## src/hw/etrda_pkg.sv

```systemverilog
// shared constants of the e1/t1 receive decode and alarm block
package etrda_pkg;
    // register bus
    localparam int ADDR_W = 4;
    localparam int DATA_W = 8;
    localparam logic [3:0] REG_CTRL0 = 4'h0;
    localparam logic [3:0] REG_CTRL1 = 4'h1;
    localparam logic [3:0] REG_GLOBAL = 4'h2;
    localparam logic [3:0] REG_EQ_STATUS = 4'h3;
    localparam logic [3:0] REG_LINE_STATUS_0 = 4'h4;
    localparam logic [3:0] REG_INT_STATUS_0 = 4'h5;
    localparam logic [3:0] REG_INT_MASK_0 = 4'h6;
    localparam logic [3:0] REG_CV_LOW = 4'h7;
    localparam logic [3:0] REG_CV_HIGH = 4'h8;
    // field positions
    localparam int C0_OPTICAL = 0;
    localparam int C0_LONG_HAUL = 1;
    localparam int C0_EXT_VIOL = 2;
    localparam int C0_T1 = 3;
    localparam int C0_VISIBLE = 4;
    localparam int C0_ZERO_SUBST = 5;
    localparam int C1_SLICER_LSB = 0;
    localparam int C1_ROUTE_LSB = 2;
    localparam int G_FLEX = 0;
    localparam int G_T1 = 1;
    localparam int ST_DENSITY = 0;
    localparam int ST_BLUE = 1;
    // reset values
    localparam logic [7:0] CTRL0_RST = 8'h20;
    localparam logic [7:0] CTRL1_RST = 8'h00;
    localparam logic [7:0] GLOBAL_RST = 8'h00;
    localparam logic [1:0] MASK_RST = 2'h0;
    // slicer threshold codes: 45, 50, 55, 67 percent of peak
    localparam logic [1:0] SLICER_45 = 2'h0;
    localparam logic [1:0] SLICER_50 = 2'h1;
    localparam logic [1:0] SLICER_55 = 2'h2;
    localparam logic [1:0] SLICER_67 = 2'h3;
    localparam logic [1:0] ROUTE_CDR = 2'h0;
    // equalizer status
    localparam logic [1:0] EQ_VALID_CODE = 2'h1;
    localparam logic [1:0] EQ_INVALID_CODE = 2'h0;
    localparam logic [4:0] EQ_MAX_STEP = 5'h18;
    // clock recovery
    localparam longint MCLK_HZ = 25000000;
    localparam longint E1_HZ = 2048000;
    localparam longint T1_HZ = 1544000;
    localparam int NCO_W = 24;
    localparam logic [23:0] NCO_INC_E1 = 24'((E1_HZ << NCO_W) / MCLK_HZ);
    localparam logic [23:0] NCO_INC_T1 = 24'((T1_HZ << NCO_W) / MCLK_HZ);
    localparam logic [23:0] PHASE_QTR = 24'h400000;
    // line decoder window
    localparam int DECODE_DEPTH = 8;
    localparam logic [7:0] HDB3_000V_CLR = 8'h01;
    localparam logic [7:0] HDB3_B00V_CLR = 8'h09;
    localparam logic [7:0] B8ZS_CLR = 8'h1B;
    localparam logic [7:0] B8ZS_ZERO = 8'hE4;
    localparam logic [7:0] B8ZS_SAME = 8'h11;
    localparam logic [7:0] B8ZS_OPP = 8'h0A;
    // pulse density
    localparam int AGE_W = 8;
    localparam logic [7:0] AGE_MAX = 8'hFF;
    localparam int DENS_N_MAX = 23;
    localparam int DENS_SLOT = 8;
    localparam logic [7:0] ZERO_RUN_LIMIT = 8'h0F;
    // blue alarm
    localparam int AIS_WIN_W = 17;
    localparam int E1_AIS_BITS = 512;
    localparam logic [2:0] E1_AIS_ZEROS = 3'h3;
    localparam logic [2:0] T1_AIS_ZEROS = 3'h6;
    localparam longint T1_AIS_US = 3000;
    localparam int T1_AIS_CYCLES = int'((T1_AIS_US * MCLK_HZ) / 1000000);
    // violation counter
    localparam int CV_W = 16;
    localparam logic [15:0] CV_MAX = 16'hFFFF;
endpackage : etrda_pkg

```

## src/hw/etrda_line_decoder.sv

```systemverilog
// line code decoder: hdb3, b8zs and ami with code violation flagging
`timescale 1ns/1ps
module etrda_line_decoder (
    // clock and reset
    input wire logic i_mclk,
    input wire logic i_reset,
    // symbols, one per bit slot
    input wire logic i_sym_valid,
    input wire logic i_sym_pos,
    input wire logic i_sym_neg,
    // mode
    input wire logic i_t1_mode,
    input wire logic i_zero_subst,
    input wire logic i_ext_viol,
    // decoded stream
    output logic o_bit_valid,
    output logic o_bit,
    output logic o_code_violation
);
    localparam int DEPTH = etrda_pkg::DECODE_DEPTH;
    logic [DEPTH-1:0] win_pos;
    logic [DEPTH-1:0] win_neg;
    logic [DEPTH-1:0] raw_pos;
    logic [DEPTH-1:0] raw_neg;
    logic [DEPTH-1:0] clr;
    logic [1:0] zero_run;
    logic in_neg;
    logic v_neg;
    logic v_seen;
    logic out_neg;
    logic hdb3;
    logic pulse_in;
    logic hdb3_sub;
    logic prev_neg;
    logic b8zs_hit;
    logic pulse_out;
    logic cv_in;
    logic cv_out;

    assign hdb3 = ~i_t1_mode & i_zero_subst;
    assign pulse_in = i_sym_pos | i_sym_neg;
    assign raw_pos = {win_pos[DEPTH-2:0], i_sym_pos};
    assign raw_neg = {win_neg[DEPTH-2:0], i_sym_neg};
    // a violation after two or more zeros is a substitution
    assign hdb3_sub = hdb3 & pulse_in & (i_sym_neg == in_neg) & (zero_run >= 2'h2);
    assign prev_neg = (win_pos[DEPTH-1] | win_neg[DEPTH-1]) ? win_neg[DEPTH-1] : out_neg;
    assign b8zs_hit = i_t1_mode & i_zero_subst & (((raw_pos | raw_neg) & etrda_pkg::B8ZS_ZERO) == '0)
        & ((prev_neg ? raw_neg : raw_pos) & etrda_pkg::B8ZS_CLR) == etrda_pkg::B8ZS_SAME
        & ((prev_neg ? raw_pos : raw_neg) & etrda_pkg::B8ZS_CLR) == etrda_pkg::B8ZS_OPP;
    assign clr = hdb3_sub ? ((zero_run == 2'h2) ? etrda_pkg::HDB3_B00V_CLR
        : etrda_pkg::HDB3_000V_CLR) : (b8zs_hit ? etrda_pkg::B8ZS_CLR : '0);
    // hdb3: plain or repeated-polarity violations, optional excess zeros
    assign cv_in = hdb3 & ((pulse_in & (i_sym_neg == in_neg)
        & (~hdb3_sub | (v_seen & (i_sym_neg == v_neg))))
        | (i_ext_viol & ~pulse_in & (zero_run == 2'h3)));
    // ami and b8zs: substitutions are gone by now, any repeat is an error
    assign pulse_out = win_pos[DEPTH-1] | win_neg[DEPTH-1];
    assign cv_out = ~hdb3 & pulse_out & (win_neg[DEPTH-1] == out_neg);

    always_ff @(posedge i_mclk or posedge i_reset) begin
        if (i_reset) begin
            win_pos <= '0;
            win_neg <= '0;
        end else if (i_sym_valid) begin
            win_pos <= raw_pos & ~clr;
            win_neg <= raw_neg & ~clr;
        end
    end

    always_ff @(posedge i_mclk or posedge i_reset) begin
        if (i_reset) begin
            zero_run <= '0;
            in_neg <= 1'b1;
            out_neg <= 1'b1;
        end else if (i_sym_valid) begin
            zero_run <= pulse_in ? 2'h0 : ((zero_run == 2'h3) ? zero_run : zero_run + 2'h1);
            in_neg <= pulse_in ? i_sym_neg : in_neg;
            out_neg <= pulse_out ? win_neg[DEPTH-1] : out_neg;
        end
    end

    always_ff @(posedge i_mclk or posedge i_reset) begin
        if (i_reset) begin
            v_seen <= 1'b0;
            v_neg <= 1'b0;
        end else if (i_sym_valid && hdb3_sub) begin
            v_seen <= 1'b1;
            v_neg <= i_sym_neg;
        end
    end

    always_ff @(posedge i_mclk or posedge i_reset) begin
        if (i_reset) begin
            o_bit_valid <= 1'b0;
            o_bit <= 1'b0;
            o_code_violation <= 1'b0;
        end else begin
            o_bit_valid <= i_sym_valid;
            o_bit <= i_sym_valid & pulse_out;
            o_code_violation <= i_sym_valid & (cv_in | cv_out);
        end
    end
endmodule : etrda_line_decoder

```

## src/hw/etrda_rx.sv

```systemverilog
// receive path: input select, clock recovery, decode, density and blue alarm
`timescale 1ns/1ps
module etrda_rx #(
    parameter int T1_AIS_CYCLES = etrda_pkg::T1_AIS_CYCLES
) (
    // clock and reset
    input wire logic i_mclk,
    input wire logic i_reset,
    // sliced line and optical inputs
    input wire logic i_line_in_pos,
    input wire logic i_line_in_neg,
    input wire logic i_optical_data_in,
    // equalizer front end
    input wire logic [4:0] i_eq_atten,
    input wire logic i_eq_settled,
    output logic o_long_haul_enable,
    output logic [1:0] o_slicer_threshold_sel,
    // register port
    input wire logic [3:0] i_addr,
    input wire logic [7:0] i_wr_data,
    input wire logic i_wr,
    input wire logic i_rd,
    output logic [7:0] o_rd_data,
    // receive outputs
    output logic o_raw_data_out_pos,
    output logic o_raw_data_out_neg,
    output logic o_rx_clk,
    output logic o_rx_data,
    output logic o_rx_data_valid,
    output logic o_density_violation_status,
    output logic o_blue_alarm_status,
    output logic o_irq
);
    localparam int NW = etrda_pkg::NCO_W;
    localparam int AW = etrda_pkg::AGE_W;
    localparam int WW = etrda_pkg::AIS_WIN_W;
    localparam logic [WW-1:0] E1_WIN_END = WW'(etrda_pkg::E1_AIS_BITS - 1);
    localparam logic [WW-1:0] T1_WIN_END = WW'(T1_AIS_CYCLES - 1);

    logic [7:0] ctrl0;
    logic [7:0] ctrl1;
    logic [7:0] glob;
    logic [1:0] int_mask;
    logic [1:0] int_status;
    logic [1:0] status_q;
    logic [1:0] events;
    logic [1:0] keep_events;
    logic [15:0] cv_count;
    logic [7:0] cv_high_snap;
    logic [7:0] next_rd_data;
    logic optical;
    logic t1_mode;
    logic route_cdr;
    logic wr_ctrl;
    logic int_rd;
    logic cv_low_rd;
    logic visible;

    assign optical = ctrl0[etrda_pkg::C0_OPTICAL];
    assign visible = ctrl0[etrda_pkg::C0_VISIBLE];
    // per-channel rate only counts with the flexible clock on
    assign t1_mode = glob[etrda_pkg::G_FLEX] ? ctrl0[etrda_pkg::C0_T1]
        : glob[etrda_pkg::G_T1];
    assign route_cdr = ctrl1[etrda_pkg::C1_ROUTE_LSB +: 2] == etrda_pkg::ROUTE_CDR;
    assign o_long_haul_enable = ctrl0[etrda_pkg::C0_LONG_HAUL];
    assign o_slicer_threshold_sel = ctrl1[etrda_pkg::C1_SLICER_LSB +: 2];
    assign int_rd = i_rd & (i_addr == etrda_pkg::REG_INT_STATUS_0);
    assign cv_low_rd = i_rd & (i_addr == etrda_pkg::REG_CV_LOW);
    assign wr_ctrl = i_wr;

    // control registers
    always_ff @(posedge i_mclk or posedge i_reset) begin
        if (i_reset) begin
            ctrl0 <= etrda_pkg::CTRL0_RST;
            ctrl1 <= etrda_pkg::CTRL1_RST;
            glob <= etrda_pkg::GLOBAL_RST;
            int_mask <= etrda_pkg::MASK_RST;
        end else if (wr_ctrl) begin
            if (i_addr == etrda_pkg::REG_CTRL0) begin
                ctrl0 <= i_wr_data;
            end
            if (i_addr == etrda_pkg::REG_CTRL1) begin
                ctrl1 <= i_wr_data;
            end
            if (i_addr == etrda_pkg::REG_GLOBAL) begin
                glob <= i_wr_data;
            end
            if (i_addr == etrda_pkg::REG_INT_MASK_0) begin
                int_mask <= i_wr_data[1:0];
            end
        end
    end

    // clock recovery: phase accumulator, realigned on line edges
    logic [NW-1:0] phase;
    logic [NW:0] phase_sum;
    logic line_q;
    logic opt_q;
    logic resync;
    logic half_tick;
    logic full_tick;
    logic cmi_first;
    logic sym_valid;
    logic sym_pos;
    logic sym_neg;

    assign phase_sum = {1'b0, phase} + {1'b0, t1_mode ? etrda_pkg::NCO_INC_T1
        : etrda_pkg::NCO_INC_E1};
    // cmi only falls on a bit boundary, ternary pulses rise at bit start
    assign resync = route_cdr & (optical ? (opt_q & ~i_optical_data_in)
        : ((i_line_in_pos | i_line_in_neg) & ~line_q));
    assign half_tick = ~resync & ~phase[NW-1] & phase_sum[NW-1] & ~phase_sum[NW];
    assign full_tick = ~resync & phase_sum[NW];

    always_ff @(posedge i_mclk or posedge i_reset) begin
        if (i_reset) begin
            phase <= '0;
            line_q <= 1'b0;
            opt_q <= 1'b0;
            o_rx_clk <= 1'b0;
        end else begin
            phase <= resync ? etrda_pkg::PHASE_QTR : phase_sum[NW-1:0];
            line_q <= i_line_in_pos | i_line_in_neg;
            opt_q <= i_optical_data_in;
            o_rx_clk <= ~phase[NW-1];
        end
    end

    // symbol capture; cmi pairs map 11 and 00 to marks, 01 and 10 to space
    always_ff @(posedge i_mclk or posedge i_reset) begin
        if (i_reset) begin
            cmi_first <= 1'b0;
            sym_valid <= 1'b0;
            sym_pos <= 1'b0;
            sym_neg <= 1'b0;
        end else begin
            cmi_first <= half_tick ? i_optical_data_in : cmi_first;
            sym_valid <= route_cdr & (optical ? full_tick : half_tick);
            if (optical) begin
                sym_pos <= cmi_first & i_optical_data_in;
                sym_neg <= ~cmi_first & ~i_optical_data_in;
            end else begin
                sym_pos <= i_line_in_pos;
                sym_neg <= i_line_in_neg;
            end
        end
    end

    // bypass of recovery straight to the raw rails
    always_ff @(posedge i_mclk or posedge i_reset) begin
        if (i_reset) begin
            o_raw_data_out_pos <= 1'b0;
            o_raw_data_out_neg <= 1'b0;
        end else begin
            o_raw_data_out_pos <= ~route_cdr & i_line_in_pos;
            o_raw_data_out_neg <= ~route_cdr & i_line_in_neg;
        end
    end

    logic dec_cv;

    etrda_line_decoder u_decoder (
        .i_mclk(i_mclk),
        .i_reset(i_reset),
        .i_sym_valid(sym_valid),
        .i_sym_pos(sym_pos),
        .i_sym_neg(sym_neg),
        .i_t1_mode(t1_mode),
        .i_zero_subst(ctrl0[etrda_pkg::C0_ZERO_SUBST]),
        .i_ext_viol(ctrl0[etrda_pkg::C0_EXT_VIOL]),
        .o_bit_valid(o_rx_data_valid),
        .o_bit(o_rx_data),
        .o_code_violation(dec_cv)
    );

    // pulse density: age of the n-th most recent one, in bit slots
    logic [AW-1:0] age [etrda_pkg::DENS_N_MAX];
    logic [etrda_pkg::DENS_N_MAX-1:0] dens_hit;
    logic zero_run_hit;

    assign zero_run_hit = age[0] > etrda_pkg::ZERO_RUN_LIMIT;

    for (genvar k = 0; k < etrda_pkg::DENS_N_MAX; k++) begin : g_age
        logic [AW-1:0] older;
        logic [AW-1:0] prev_age;
        if (k == 0) begin : g_first
            assign prev_age = '0;
        end else begin : g_rest
            assign prev_age = (age[k-1] == etrda_pkg::AGE_MAX) ? age[k-1] : age[k-1] + 8'h01;
        end
        assign older = (age[k] == etrda_pkg::AGE_MAX) ? age[k] : age[k] + 8'h01;
        // fewer than k+1 ones within 8*(k+2) slots
        assign dens_hit[k] = age[k] >= AW'(etrda_pkg::DENS_SLOT * (k + 2));
        always_ff @(posedge i_mclk or posedge i_reset) begin
            if (i_reset) begin
                age[k] <= etrda_pkg::AGE_MAX;
            end else if (o_rx_data_valid) begin
                age[k] <= o_rx_data ? prev_age : older;
            end
        end
    end

    // level follows the window, so it drops once ones arrive in time
    always_ff @(posedge i_mclk or posedge i_reset) begin
        if (i_reset) begin
            o_density_violation_status <= 1'b0;
        end else begin
            o_density_violation_status <= zero_run_hit | (|dens_hit);
        end
    end

    // blue alarm: e1 counts bit periods, t1 counts master clocks
    logic [WW-1:0] ais_win;
    logic [2:0] ais_zeros;
    logic [2:0] zeros_now;
    logic ais_end;
    logic quiet;
    logic quiet_prev;

    assign zeros_now = (o_rx_data_valid && !o_rx_data && ais_zeros != 3'h7)
        ? ais_zeros + 3'h1 : ais_zeros;
    // a mode switch can leave the window past the new end, so compare with >=
    assign ais_end = t1_mode ? (ais_win >= T1_WIN_END)
        : (o_rx_data_valid && ais_win >= E1_WIN_END);
    assign quiet = zeros_now < (t1_mode ? etrda_pkg::T1_AIS_ZEROS : etrda_pkg::E1_AIS_ZEROS);

    always_ff @(posedge i_mclk or posedge i_reset) begin
        if (i_reset) begin
            ais_win <= '0;
            ais_zeros <= '0;
            quiet_prev <= 1'b0;
            o_blue_alarm_status <= 1'b0;
        end else if (ais_end) begin
            ais_win <= '0;
            ais_zeros <= '0;
            quiet_prev <= quiet;
            o_blue_alarm_status <= t1_mode ? quiet : (quiet & quiet_prev);
        end else begin
            ais_win <= (t1_mode || o_rx_data_valid) ? ais_win + WW'(1) : ais_win;
            ais_zeros <= zeros_now;
        end
    end

    // event register: rising status edges, cleared by reading, set wins
    assign events = {o_blue_alarm_status, o_density_violation_status} & ~status_q;
    assign keep_events = events & (~int_mask | {2{visible}});

    always_ff @(posedge i_mclk or posedge i_reset) begin
        if (i_reset) begin
            status_q <= '0;
            int_status <= '0;
        end else begin
            status_q <= {o_blue_alarm_status, o_density_violation_status};
            int_status <= (int_rd ? 2'h0 : int_status) | keep_events;
        end
    end

    assign o_irq = |(int_status & ~int_mask);

    // violation counter; reading the low byte snapshots high and restarts
    always_ff @(posedge i_mclk or posedge i_reset) begin
        if (i_reset) begin
            cv_count <= '0;
            cv_high_snap <= '0;
        end else if (cv_low_rd) begin
            cv_count <= {15'h0000, dec_cv};
            cv_high_snap <= cv_count[15:8];
        end else if (dec_cv && cv_count != etrda_pkg::CV_MAX) begin
            cv_count <= cv_count + 16'h0001;
        end
    end

    // read mux, data valid only in the cycle after the strobe
    always_comb begin
        next_rd_data = 8'h00;
        unique case (i_addr)
            etrda_pkg::REG_CTRL0: next_rd_data = ctrl0;
            etrda_pkg::REG_CTRL1: next_rd_data = ctrl1;
            etrda_pkg::REG_GLOBAL: next_rd_data = glob;
            etrda_pkg::REG_EQ_STATUS: next_rd_data = {i_eq_settled ? etrda_pkg::EQ_VALID_CODE
                : etrda_pkg::EQ_INVALID_CODE, 1'b0, (i_eq_atten > etrda_pkg::EQ_MAX_STEP)
                ? etrda_pkg::EQ_MAX_STEP : i_eq_atten};
            etrda_pkg::REG_LINE_STATUS_0: next_rd_data = {6'h00, status_q};
            etrda_pkg::REG_INT_STATUS_0: next_rd_data = {6'h00, int_status};
            etrda_pkg::REG_INT_MASK_0: next_rd_data = {6'h00, int_mask};
            etrda_pkg::REG_CV_LOW: next_rd_data = cv_count[7:0];
            etrda_pkg::REG_CV_HIGH: next_rd_data = cv_high_snap;
            default: next_rd_data = 8'h00;
        endcase
    end

    always_ff @(posedge i_mclk or posedge i_reset) begin
        if (i_reset) begin
            o_rd_data <= 8'h00;
        end else begin
            o_rd_data <= i_rd ? next_rd_data : 8'h00;
        end
    end
endmodule : etrda_rx

```

## config.mk

```make
export PLATFORM = sky130hd
export DESIGN_NAME = etrda_rx
export DESIGN_NICKNAME = d
export VERILOG_FILES = /design/src/hw/etrda_pkg.sv /design/src/hw/etrda_line_decoder.sv /design/src/hw/etrda_rx.sv
export SDC_FILE = /design/constraint.sdc
export NUM_CORES = 1
export LEC_CHECK = 0
export BUFFER_PORTS_ARGS = -buffer_cell sky130_fd_sc_hd__buf_4
export CAP_MARGIN = 20
export CORE_MARGIN = 4
export CORE_UTILIZATION = 60
export CTS_BUF_LIST = sky130_fd_sc_hd__clkbuf_4 sky130_fd_sc_hd__clkbuf_8
export CTS_CLUSTER_SIZE = 12
export DETAILED_ROUTE_END_ITERATION = 8
export GPL_TIMING_DRIVEN = 0
export PLACE_DENSITY = 0.77
export SETUP_SLACK_MARGIN = 0.2
export SLEW_MARGIN = 20
export SYNTH_ARGS = -nofsm -noshare
export SYNTH_HDL_FRONTEND = slang
export SYNTH_HIERARCHICAL = 1
export SYNTH_SLANG_ARGS = --single-unit
```

## constraint.sdc

```tcl
create_clock -name i_mclk -period 11.3 [get_ports i_mclk]
set_input_delay 0.565 -clock i_mclk [delete_from_list [all_inputs] [get_ports i_mclk]]
set_output_delay 0.565 -clock i_mclk [all_outputs]
set_load 0.02 [all_outputs]
```

# == Yosys cells after proc, flatten, opt, wreduce, memory -nomap -nowiden ==
# Cells that the tools add are included.
# word_totals
reg_bits,327
in_bits,25
output_inout_bits,19
elab_cells,314
# op_classes
addsub,28
magnitude_cmp,29
n_eq_ne,42
muxes,75
bitwise,62
n_reduce_logical,21
# op_table
cell,count
two-way mux 8 bit,48
"adder 8 x 1 -> 8 bit, second input constant",23
"equality test 8 bit, second input constant",23
"greater-or-equal comparator 8 bit, second input constant",9
case mux 8 bit (9 select lines),1
"greater-or-equal comparator 8 x 7 -> 1 bit, second input constant",8
two-way mux 17 bit,2
bitwise AND 1 bit,33
"greater-or-equal comparator 8 x 6 -> 1 bit, second input constant",4
two-way mux 16 bit,2
adder 24 x 21 -> 25 bit,1
two-way mux 24 bit,1
OR reduction 23 bit,1
two-way mux 21 bit,1
"equality test 4 x 3 -> 1 bit, second input constant",5
two-way mux 5 bit,4
"adder 17 x 1 -> 17 bit, second input constant",1
"greater-or-equal comparator 17 bit, second input constant",1
"greater-or-equal comparator 17 x 9 -> 1 bit, second input constant",1
"adder 16 x 1 -> 16 bit, second input constant",1
bitwise AND 8 bit,2
"greater-or-equal comparator 8 x 5 -> 1 bit, second input constant",2
"inequality test 16 bit, second input constant",1
AND reduction 2 bit,7
32 further kinds,75

# == Logic depth before layout (Yosys ltp) ==
# Gate-level depths: netlist (run 1).
# logic_depth
ltp_word,13
mapped_depth,10
ltp_nobuf,9

# == Hierarchy ==
# Netlist (run 1), hierarchy kept.
# modules_own_cells
mod,n_inst,cells_per_inst,area_per_inst_um2,seq_area_each_um2
etrda_rx,1,2198,19308.5,7788.7
etrda_line_decoder,1,104,1181.1,628.1

# == Worst setup path after synthesis (run 1) ==
# Ideal clock, no wire load.
# synth_path
path_type,reg2reg
from,register glob[0]
to,register cmi_first
setup_ns,0.125
arrival_ns,2.630
required_time_ns,11.175
setup_slack_ns,8.545
path_stages_with_launch,11
n_path_buf,1
period_less_slack_ns,2.755
path_cell_list,dfrtp_1 mux2i_4 inv_2 ha_1 buf_2 a211o_1 o21a_1 o21ai_2 o311ai_4 nand4_2 mux2_4
# synth_via
elab_chain_cells,5
word_cells_on_any_way,6
cone_classes,1 x add/sub; 2 x mux; 3 x bitwise
# synth_lines
element,line,rtl
start: declaration,etrda_rx.sv:42,logic [7:0] glob;
start signal: assignment,etrda_rx.sv:76,glob <= etrda_pkg::GLOBAL_RST;
start signal: assignment,etrda_rx.sv:86,glob <= i_wr_data;
two-way mux 1 bit *,etrda_rx.sv:62,assign t1_mode = glob[etrda_pkg::G_FLEX] ? ctrl0[etrda_pkg::C0_T1]
net t1_mode,etrda_rx.sv:52,logic t1_mode;
two-way mux 21 bit *,etrda_rx.sv:107,"assign phase_sum = {1'b0, phase} + {1'b0, t1_mode ? etrda_pkg::NCO_INC_T1"
adder 24 x 21 -> 25 bit *,etrda_rx.sv:107,
bitwise AND 1 bit / NOT 1 bit (equally long branches),etrda_rx.sv:112,assign half_tick = ~resync & ~phase[NW-1] & phase_sum[NW-1] & ~phase_sum[NW];
bitwise AND 1 bit *,etrda_rx.sv:112,
end signal: assignment,etrda_rx.sv:137,cmi_first <= half_tick ? i_optical_data_in : cmi_first;
end: declaration,etrda_rx.sv:102,logic cmi_first;
# The timed path passes the listed nets; every way through them passes the cells marked *.
# A chain may end at the register's enable or synchronous reset.

# == Worst setup path after layout (run 1) ==
# Ends and elaborated chain as after synthesis.

==> run summary, run 1 <==
status: completed
post-synthesis mux area share: 7.804%
Post-Synth Simple-Gate Area: 21.37%
Peak Freq: 0.2937 GHz
Final setup viols: 0
CP Capture Type: flip-flop
syn nets: 2390
CTS Buf Count: 57
Top delay family on crit path: multiplexers
Yosys warning count: 6
drt pass-1 iters: 6
Vias/cell: 6.559
worst skew pair latency: 0.69 ns
Most used DFF post-synth: dfstp_2
most frequent cells after synthesis: nor2_1 (305), nand2_1 (208), dfstp_2 (187), a21oi_1 (173), dfrtp_1 (140)
DRT antenna net count: 0
cts repair resizes: 0
Synth area leader: dfstp_2
RePlAce Congestion: 0.9946
Rows: 67
final hold violations: 0
ANT cells: 0
htree depth: 2
IO buf count: 41
number of synthesized flops with an enable pin: 0
post-synth top area share: 23.98%
HPWL Detailed: 44550 um
Mapped Cells: 2302
Tcrit/Tclk final: 30.13%
worst hold slack: 0.1322 ns
Remaining Overflow, GRT: 0
final net count: 2495
main combinational cell family by area after synthesis: simple AND/OR/NAND/NOR gates
final WL: 65390 um
Critical Path RT: 11.85 ns
DRC viols: 0
routed via count: 19030
initial antenna violation count: 0
# fillers: 2653
WP data arrival: 3.96 ns
max-slew violations: 0
Max Buffers Root-to-Sink: 3
Worst path max stage delay: 0.63 ns
clock tree from TritonCTS: done
Slew @ Worst Pin: 1.214 ns
CTS Hold Bufs: 2
ranking of synthesized cells by area: dfstp_2 (24%), dfrtp_1 (17%), nor2_1 (5.6%), mux2_2 (4.4%), a21oi_1 (4.2%)
first-pass GRT wire length: 101000 um
Top-Level Pins: 44
Hold Path Class: input port to flip-flop
Critical Path Slowest Stage Cell: mux2i_4
CP Max Fanout: 14
die area: 37170 sq um
Root Buffer: clkbuf_8
CP cell instances: mux2i_4 -> inv_2 -> ha_1 -> buf_2 -> nand4b_1 -> nor2_1 -> a21oi_2 -> o311ai_4 -> nand4_2 -> mux2_4
Layout Utilization: 68.24%
number of global-route vias before repair: 18090
postcts setup bufs: 0
most numerous cell in the Yosys netlist: nor2_1
RSZ-0062 raised after global routing: false
Async SR Flop Fraction: 100.0%
starting density of the core: 60.95%
Leak Pwr: 9.560 nW
register area share after synthesis: 41.08%
number of synthesized register bits: 327
Area Overhead vs Synth: 11.95%
initial DRC count: 2318
Clock Pin Slew Worst Setup and Hold Paths: 0.06 ns
Worst slew margin: 18.01%
largest net degree at the start of global routing: 101
CORE AREA: 33620 sq um
max-cap check violation count: 0
Compound-Gate Fraction of Synth Area: 17.86%
Setup Skew: 0.02385 ns
Die Wd: 192.8 um
drt wl/cell: 22.53 um
peak supply drop: 198.8 uV
post-synthesis xor/xnor area fraction: 4.104%
Mapped Avg Cell Area: 8.901 sq um
library cells used by synthesis: 96
Tmin final: 3.404 ns
share of cells above drive strength 1: 19.80%
Synth Area in Adders: 3.847%
Setup CP Type: flip-flop to flip-flop
Die H: 192.8 um
clock sink total: 327
CP Buf/Inv Count: 2
crit start category: flip-flop
synthesized cell area: 20490 sq um
cell area power density: 247.7 nW/um^2
Total GRT Usage: 34.86%
-- worst reg2reg max path, cell delays in order (launching register included) --
cell	delay [ns]
dfrtp_1	0.45
mux2i_4	0.63
inv_2	0.33
ha_1	0.37
buf_2	0.17
nand4b_1	0.16
nor2_1	0.17
a21oi_2	0.11
o311ai_4	0.37
nand4_2	0.20
mux2_4	0.35
-- cells in the final DEF (no fill, tap or decap), drive strengths merged, types with 25 or more instances in the layout --
cell type and n:
nand4 50, a21oi 175, and2 25, nand2 208, inv 74, a31oi 25, nor2 306, and3 54
buf 80, ha 63, xnor2 54, nor3 40, dfrtp 140, o21ai 120, nand2b 29, nand3 105
dfstp 187, xor2 42, mux2i 67, clkbuf 167, mux2 81, o211ai 26
-- cell type report --
cell class	count	area [sq um]	share of cell area (%)
timing repair buffer	46	410.4	1.789
clock buffer	73	954.7	4.162
multi-input combinational	1772	11270	49.11
buffer	130	533.0	2.324
clock inverter	33	515.5	2.247
tap	448	560.5	2.444
sequential	327	8417	36.69
inverter	73	281.5	1.227
-- flip-flops by register name, indices dropped and copies added (netlist names), 2 cells and up --
register            count
age                   184
ais_win                17
ais_zeros               3
ctrl0                   8
ctrl1                   8
cv_count               16
cv_high_snap            8
glob                    8
int_mask                2
int_status              2
o_rd_data               8
phase                  24
status_q                2
u_decoder/win_neg       8
u_decoder/win_pos       8
u_decoder/zero_run      2
-- layer usage --
layer | vias to the layer above | track usage, % | part of all wire, %
li1 | 8511 | - | -
met1 | 9224 | 47.51 | 41
met2 | 1043 | 52.69 | 44
met3 | 256 | 8.774 | 10
met4 | 0 | 15.63 | 5.0
met5 | - | 0 | 0
-- metrics by stage --
step	total power (W)	cells	setup TNS (ns)	instance area, sq um	setup WS [ns]
2_1_floorplan	0.003609	2302	0	20490	2.695
5_1_grt	0.006022	2902	0	22940	7.670
3_5_place_dp	0.004196	2794	0	21450	7.982
3_3_place_gp	0.004092	2791	-111.38	21360	-0.9689
4_1_cts	0.005630	2902	0	22940	7.951
6_report	0.005681	2902	0	22940	7.896
-- power breakdown --
part | switching, W | total [W] | internal, W
sequential | 0.000492 | 0.00224 | 0.00175
combinational | 0.00118 | 0.00202 | 0.000838
clock | 0.000558 | 0.00142 | 0.000859
-- final timing paths --
path | to | start | slack, ns | cells past startpoint
min | line_q | i_line_in_pos | 0.13 | 2
min in group asynchronous | o_raw_data_out_neg | i_reset | 0.39 | 3
max | cmi_first | glob[0] | 7.90 | 10
max in group asynchronous | age[89] | i_reset | 9.71 | 5
min reg2reg | u_decoder/o_bit_valid | sym_valid | 0.43 | 0
max reg2reg | cmi_first | glob[0] | 7.90 | 10
-- kinds of logic after synthesis --
group,after synthesis
fa+ha+maj,63
compound gates,561
simple gates,904
mux,148
flops,327
xor+xnor,96
buf+inv,203
(Power assumes the default switching activity.)
==> run 2, diff against run 1 <==
--- a/config.mk
+++ b/config.mk
@@ -5,15 +5,16 @@
 export SDC_FILE = /design/constraint.sdc
 export NUM_CORES = 1
 export LEC_CHECK = 0
+export ABC_AREA = 1
 export BUFFER_PORTS_ARGS = -buffer_cell sky130_fd_sc_hd__buf_4
 export CAP_MARGIN = 20
 export CORE_MARGIN = 4
-export CORE_UTILIZATION = 60
+export CORE_UTILIZATION = 59
 export CTS_BUF_LIST = sky130_fd_sc_hd__clkbuf_4 sky130_fd_sc_hd__clkbuf_8
 export CTS_CLUSTER_SIZE = 12
 export DETAILED_ROUTE_END_ITERATION = 8
 export GPL_TIMING_DRIVEN = 0
-export PLACE_DENSITY = 0.77
+export PLACE_DENSITY = 0.79
 export SETUP_SLACK_MARGIN = 0.2
 export SLEW_MARGIN = 20
 export SYNTH_ARGS = -nofsm -noshare
==> constraint.sdc (replaced) <==
create_clock -name i_mclk -period 3 [get_ports i_mclk]
set_input_delay 0.15 -clock i_mclk [delete_from_list [all_inputs] [get_ports i_mclk]]
set_output_delay 0.15 -clock i_mclk [all_outputs]
set_load 0.02 [all_outputs]
==> run summary, run 2 <==
Top-Level Pins: 44 (unchanged)
Mapped Cells: 2693 (+17%)
peak supply drop: 570.6 uV (+190%)
initial DRC count: 1937 (-16%)
Layout Utilization: 67.96% (-0.27 points)
R2R cell count: 13 (+3)
Rows: 67 (unchanged)
ranking of synthesized cells by area: dfstp_2 (24%), dfrtp_1 (17%), nand2_1 (15%), inv_1 (6.0%), nand3_1 (5.6%)
Tcrit/Tclk final: 87.44% (+57 points)
combinational cell fraction of total power: 34.0% (-1.6 points)
CP Capture Type: flip-flop
starting density of the core: 59.88% (-1.1 points)
Clk pwr share: 26.6% (+1.6 points)
Peak Freq: 0.3812 GHz (+30%)
Slew @ Worst Pin: 0.9786 ns (-0.2353 ns)
Root Buffer: clkbuf_8
cell area power density: 749.8 nW/um^2 (+200%)
Largest register FFs: 184 (unchanged)
Area Overhead vs Synth: 13.50%
clock sink total: 327 (unchanged)
Async SR Flop Fraction: 100.0% (unchanged)
IO buf count: 43 (+4.9%)
reg2reg end: phase[22]
Die Wd: 192.5 um (-0.17%)
final net count: 2922 (+17%)
Worst path max stage delay: 0.45 ns (-0.18 ns)
CORE AREA: 33530 sq um (-0.25%)
crit start category: flip-flop
Final setup viols: 0 (unchanged)
ANT cells: 0 (unchanged)
routed via count: 19380 (+1.8%)
die area: 37050 sq um (-0.33%)
worst skew pair latency: 0.64 ns (-0.05 ns)
Worst slew margin: 34.76% (+17 points)
synthesized cell area: 20080 sq um (-2.0%)
Setup CP Type: flip-flop to flip-flop
Leak Pwr: 9.960 nW (+4.2%)
sequential power share: 39.4% (about the same)
most frequent cells after synthesis: nand2_1 (797), inv_1 (323), nand3_1 (224), dfstp_2 (187), nor2_1 (184)
register area share after synthesis: 41.92% (+0.84 points)
share of cells above drive strength 1: 15.78% (-4.0 points)
Critical Path Slowest Stage Cell: dfrtp_2
Placed Area: 21210 sq um (-1.1%)
Max Buffers Root-to-Sink: 3 (unchanged)
Cell Int Power: 0.01032 W (+200%)
cell mode on critical path: nand2_1
CP Max Fanout: 5 (-9)
most common cell after layout, fill and taps aside: nand2_1
most numerous cell in the Yosys netlist: nand2_1
P_sw: 0.006767 W (+200%)
DRC viols: 0 (unchanged)
biggest regs: age x184, phase x24, ais_win x17
Setup Skew: 0.03268 ns (+0.008835 ns)
max-cap check violation count: 0 (unchanged)
final hold violations: 0 (unchanged)
launching point of the worst reg2reg path: glob[0]
drt wl/cell: 17.61 um (-22%)
CP cell instances: o21ai_4 -> clkinvlp_4 -> buf_4 -> ha_1 -> ha_1 -> nand2_1 -> a21oi_1 -> nand2_1 -> nand2_1 -> nand3_1 -> nand3_1 -> a21oi_1 -> o21ai_0
final WL: 58540 um (-10%)
clock tree from TritonCTS: done
max-slew violations: 0 (unchanged)
Remaining Overflow, GRT: 0 (unchanged)
setup TNS: 0 ns (unchanged)
commonest cells after routing, fill and taps aside: nand2_1 (796), inv_1 (320), nand3_1 (224)
Most used DFF post-synth: dfstp_2
Tmin final: 2.623 ns (-0.7810 ns)
RSZ-0062 raised after global routing: true
first-pass GRT wire length: 95140 um (-5.8%)
Hold Path Class: input port to asynchronous set/reset pin
number of global-route vias before repair: 19010 (+5.1%)
Clock Pin Slew Worst Setup and Hold Paths: 0.07 ns (about the same)
Mapped Avg Cell Area: 7.456 sq um (-16%)
Finished Cell Area: 22790 sq um (-0.65%)
RePlAce Congestion: 0.9393 (-5.6%)
post-synth top area share: 24.47% (+0.49 points)
CTS Buf Count: 56 (-1.8%)
Total GRT Usage: 31.80% (-3.1 points)
Synth area leader: dfstp_2
Critical Path RT: 3.50 ns (-8.35 ns)
HPWL Detailed: 41920 um (-5.9%)
Die H: 192.5 um (-0.17%)
Cells after DPL: 3195 (+14%)
htree depth: 2 (unchanged)
largest reg by FF count: age
syn nets: 2781 (+16%)
number of synthesized register bits: 327 (unchanged)
Vias/cell: 5.827 (-11%)
flop-to-flop setup slack: 0.38 ns (-7.52 ns)
library cells used by synthesis: 52 (-46%)
switch share: 39.60% (+0.29 points)
drt pass-1 iters: 6 (unchanged)
Non-Filler Instances: 3325 (+15%)
number of synthesized flops with an enable pin: 0 (unchanged)
WP data arrival: 3.12 ns (-0.84 ns)
Yosys warning count: 6 (unchanged)
worst hold slack: 0.08605 ns (-0.04615 ns)
status: completed
initial antenna violation count: 0 (unchanged)
largest net degree at the start of global routing: 37 (-63%)
Top delay family on crit path: compound AO/OA/AOI/OAI gates
CP Buf/Inv Count: 2 (unchanged)
DRT antenna net count: 0 (unchanged)
==> run 2: power groups by stage <==
stage | Sequential, W | Combinational [W] | Clock (W)
after CTS | 0.00670 | 0.00570 | 0.00460
after global placement | 0.00671 | 0.00534 | 0
after floorplan | 0.00653 | 0.00408 | 0
final | 0.00674 | 0.00581 | 0.00454
after detailed placement | 0.00675 | 0.00559 | 0
after global routing | 0.00688 | 0.00650 | 0.00483
==> run 2: area by class of cell <==
type / instances / area [sq um]
Buffer: 74 / 332.8
Multi-Input combinational cell: 1954 / 10090
Inverter: 338 / 1281
Clock inverter: 19 / 198.9
Timing Repair Buffer: 83 / 845.8
Sequential cell: 327 / 8418
Tap cell: 448 / 560.5
Fill cell: 2810 / 10740
Clock buffer: 82 / 1066
==> run 2: worst max path at each step <==
stage	cells past startpoint	to	slack, ns	startpoint
after floorplan	1	ais_win[0]	-1.01	i_reset
after global placement	2	ais_win[1]	-2.96	i_reset
after detailed placement	11	phase[23]	-0.56	glob[0]
after CTS	12	phase[12]	0.32	glob[0]
after global routing	12	phase[23]	0.18	glob[0]
final	13	phase[22]	0.38	glob[0]
==> run 2: metrics by stage <==
step           power [W]  setup WS [ns]
6_report         0.01709         0.3767
5_1_grt          0.01821         0.1825
4_1_cts          0.01700         0.3230
3_5_place_dp     0.01233        -0.5563
3_3_place_gp     0.01206         -2.958
2_1_floorplan    0.01061         -1.014
==> run 2: worst reg2reg max path, stage by stage, from the launching register on <==
cell,delay (ns)
dfrtp_2,0.45
o21ai_4,0.28
clkinvlp_4,0.14
buf_4,0.17
ha_1,0.25
ha_1,0.26
nand2_1,0.15
a21oi_1,0.10
nand2_1,0.09
nand2_1,0.12
nand3_1,0.11
nand3_1,0.12
a21oi_1,0.13
o21ai_0,0.10
==> run 2: kinds of logic (layout without fill, tap and decap cells) <==
family | Yosys count | count (layout) | synth area share [%]
compound gates | 433 | 433 | 13.12
xor+xnor | 85 | 85 | 3.708
simple gates | 1372 | 1372 | 29.27
flops | 327 | 327 | 41.92
fa+ha+maj | 63 | 63 | 3.926
buf+inv | 412 | 596 | 8.001
mux | 1 | 1 | 0.05608
==> run 2: repair_timing <==
item,CTS,global route
pin swaps,1,1
hold buffers,25,0
hold endpoints to repair,116,0
setup endpoints to repair,23,11
buffers inserted,4,0
gates resized for setup,2,10
==> run 2: layer usage <==
| layer | up-vias | GRT usage (%) | routed length [um] |
|---|---|---|---|
| met4 | 0 | 15.61 | 3187 |
| met5 | - | 0 | 0 |
| li1 | 9137 | - | - |
| met3 | 226 | 4.938 | 4521 |
| met2 | 828 | 52.33 | 27100 |
| met1 | 9185 | 41.09 | 23730 |
==> run 3, diff against run 2 <==
--- a/config.mk
+++ b/config.mk
@@ -15,6 +15,7 @@
 export DETAILED_ROUTE_END_ITERATION = 8
 export GPL_TIMING_DRIVEN = 0
 export PLACE_DENSITY = 0.79
+export REMOVE_ABC_BUFFERS = 1
 export SETUP_SLACK_MARGIN = 0.2
 export SLEW_MARGIN = 20
 export SYNTH_ARGS = -nofsm -noshare
==> run summary, run 3 (same netlist as run 2, synthesis figures left out) <==
status: completed
Vias/cell: 5.702 (-2.1%)
max-slew violations: 0 (unchanged)
Max Buffers Root-to-Sink: 3 (unchanged)
drt wl/cell: 15.77 um (-10%)
Rows: 67 (unchanged)
# fillers: 2767 (-1.5%)
CTS Buf Count: 56 (unchanged)
routed via count: 18590 (-4.1%)
cell area power density: 743.2 nW/um^2 (-0.88%)
IO buf count: 43 (unchanged)
final net count: 2855 (-2.3%)
clock sink total: 327 (unchanged)
WP data arrival: 3.21 ns (+0.09 ns)
Final setup viols: 0 (unchanged)
Slew @ Worst Pin: 0.8098 ns (-0.1688 ns)
largest net degree at the start of global routing: 101 (+170%)
peak supply drop: 502.6 uV (-12%)
die area: 37050 sq um (unchanged)
CORE AREA: 33530 sq um (unchanged)
Hold Path Class: input port to asynchronous set/reset pin
Clock Pin Slew Worst Setup and Hold Paths: 0.06 ns (about the same)
biggest regs: age x184, phase x24, ais_win x17
final WL: 51420 um (-12%)
Root Buffer: clkbuf_8
Setup CP Type: flip-flop to flip-flop
ANT cells: 0 (unchanged)
starting density of the core: 59.88% (unchanged)
htree depth: 2 (unchanged)
multi-input logic area: 10140 sq um (+0.51%)
Peak Freq: 0.3728 GHz (-2.2%)
Worst slew margin: 45.72% (+11 points)
CP Capture Type: flip-flop
initial antenna violation count: 0 (unchanged)
Final Power: 0.01683 W (-1.5%)
final hold violations: 0 (unchanged)
commonest cells after routing, fill and taps aside: nand2_1 (795), inv_1 (320), nand3_1 (224)
Largest register FFs: 184 (unchanged)
Die Wd: 192.5 um (unchanged)
Placed Area: 20960 sq um (-1.2%)
FF/Latch Area: 8421 sq um (about the same)
CP Max Fanout: 6 (+1)
crit start category: flip-flop
Tmin final: 2.682 ns (+0.05901 ns)
Leak Pwr: 9.883 nW (-0.77%)
DRC viols: 0 (unchanged)
HPWL Detailed: 34280 um (-18%)
R2R cell count: 12 (-1)
Remaining Overflow, GRT: 0 (unchanged)
Setup Skew: 0.04142 ns (+0.008734 ns)
max-cap check violation count: 0 (unchanged)
Die H: 192.5 um (unchanged)
Area Overhead vs Synth: 12.80%
drt pass-1 iters: 5 (-1)
RePlAce Congestion: 0.9116 (-2.9%)
clock tree from TritonCTS: done
Tcrit/Tclk final: 89.41% (+2.0 points)
worst skew pair latency: 0.67 ns (+0.03 ns)
flop-to-flop setup slack: 0.32 ns (-0.06 ns)
initial DRC count: 1447 (-25%)
Finished Cell Area: 22650 sq um (-0.62%)
share of cells above drive strength 1: 15.93% (+0.15 points)
reg2reg end: phase[13]
Critical Path RT: 3.53 ns (+0.03 ns)
largest reg by FF count: age
launching point of the worst reg2reg path: glob[0]
most common cell after layout, fill and taps aside: nand2_1
RSZ-0062 raised after global routing: true
Total GRT Usage: 27.85% (-3.9 points)
Top-Level Pins: 44 (unchanged)
DRT antenna net count: 0 (unchanged)
number of global-route vias before repair: 18410 (-3.2%)
first-pass GRT wire length: 86420 um (-9.2%)
run 3: cell types whose count changed in the layout (fill, tap and decap cells not counted), sizes merged:
cell,delta
clkinv,-3
clkbuf,-27
bufinv,-3
bufbuf,+1
inv,+1
dlygate4sd3,+1
buf,-32
clkinvlp,-3
run 3: how the worst max path moves through the flow:
| stage | startpoint | end | slack (ns) |
|---|---|---|---|
| finish | glob[0] | phase[13] | 0.32 |
| global route | glob[1] | phase[23] | 0.17 |
| CTS | u_decoder/o_bit_valid | o_blue_alarm_status | 0.25 |
| detailed placement | glob[1] | sym_valid | -0.48 |
| global placement | i_reset | o_density_violation_status | -8.72 |
| floorplan | i_reset | ais_win[0] | -5.19 |
run 3: area by class of cell:
cell class / count / share of cell area (%)
Clock buffer: 92 / 5.038
Tap cell: 448 / 2.475
Timing Repair Buffer: 90 / 4.436
Sequential cell: 327 / 37.18
Multi-Input combinational cell: 1954 / 44.76
Inverter: 338 / 5.751
Clock inverter: 11 / 0.3591
run 3: critical path, cell delays in order (launching register included):
cell,delay (ns)
dfrtp_1,0.43
o21ai_4,0.34
clkinvlp_4,0.26
ha_1,0.45
nand2_1,0.10
inv_1,0.06
nand2_1,0.06
nor3_1,0.21
a21oi_1,0.17
o21bai_1,0.26
nand2_1,0.08
nand2_1,0.06
nor2_1,0.05
run 3: timing repair:
action                     in CTS  in global routing
setup endpoints to repair      64                 20
pin swaps                       1                  1
buffers inserted                6                  0
gates cloned                    1                  1
hold endpoints to repair      166                  0
resized for setup               4                 18
hold buffers                   26                  0
run 3: routing by layer:
metal	GRT usage, %	wire length (um)
met1	37.03	22210
met2	46.60	24690
met3	3.853	2945
met4	10.53	1578
met5	0	0
run 3: report_power, final:
part	internal (W)	switching, W
sequential	0.00577	0.000981
combinational	0.00212	0.00364
clock	0.00241	0.00191
run 3: through the flow:
stage               instances  hold WS (ns)  setup slack [ns]  utilization (%)  setup TNS (ns)
finish                   3260       0.03966            0.3177            67.54               0
global route             3260       0.02118            0.1711            67.54               0
global placement         3110        0.2789            -8.721            61.52        -3127.80
floorplan                2619        0.1758            -5.190                -        -1516.58
detailed placement       3122        0.1780           -0.4834            62.51          -7.788
CTS                      3258       0.05276            0.2493            67.22               0
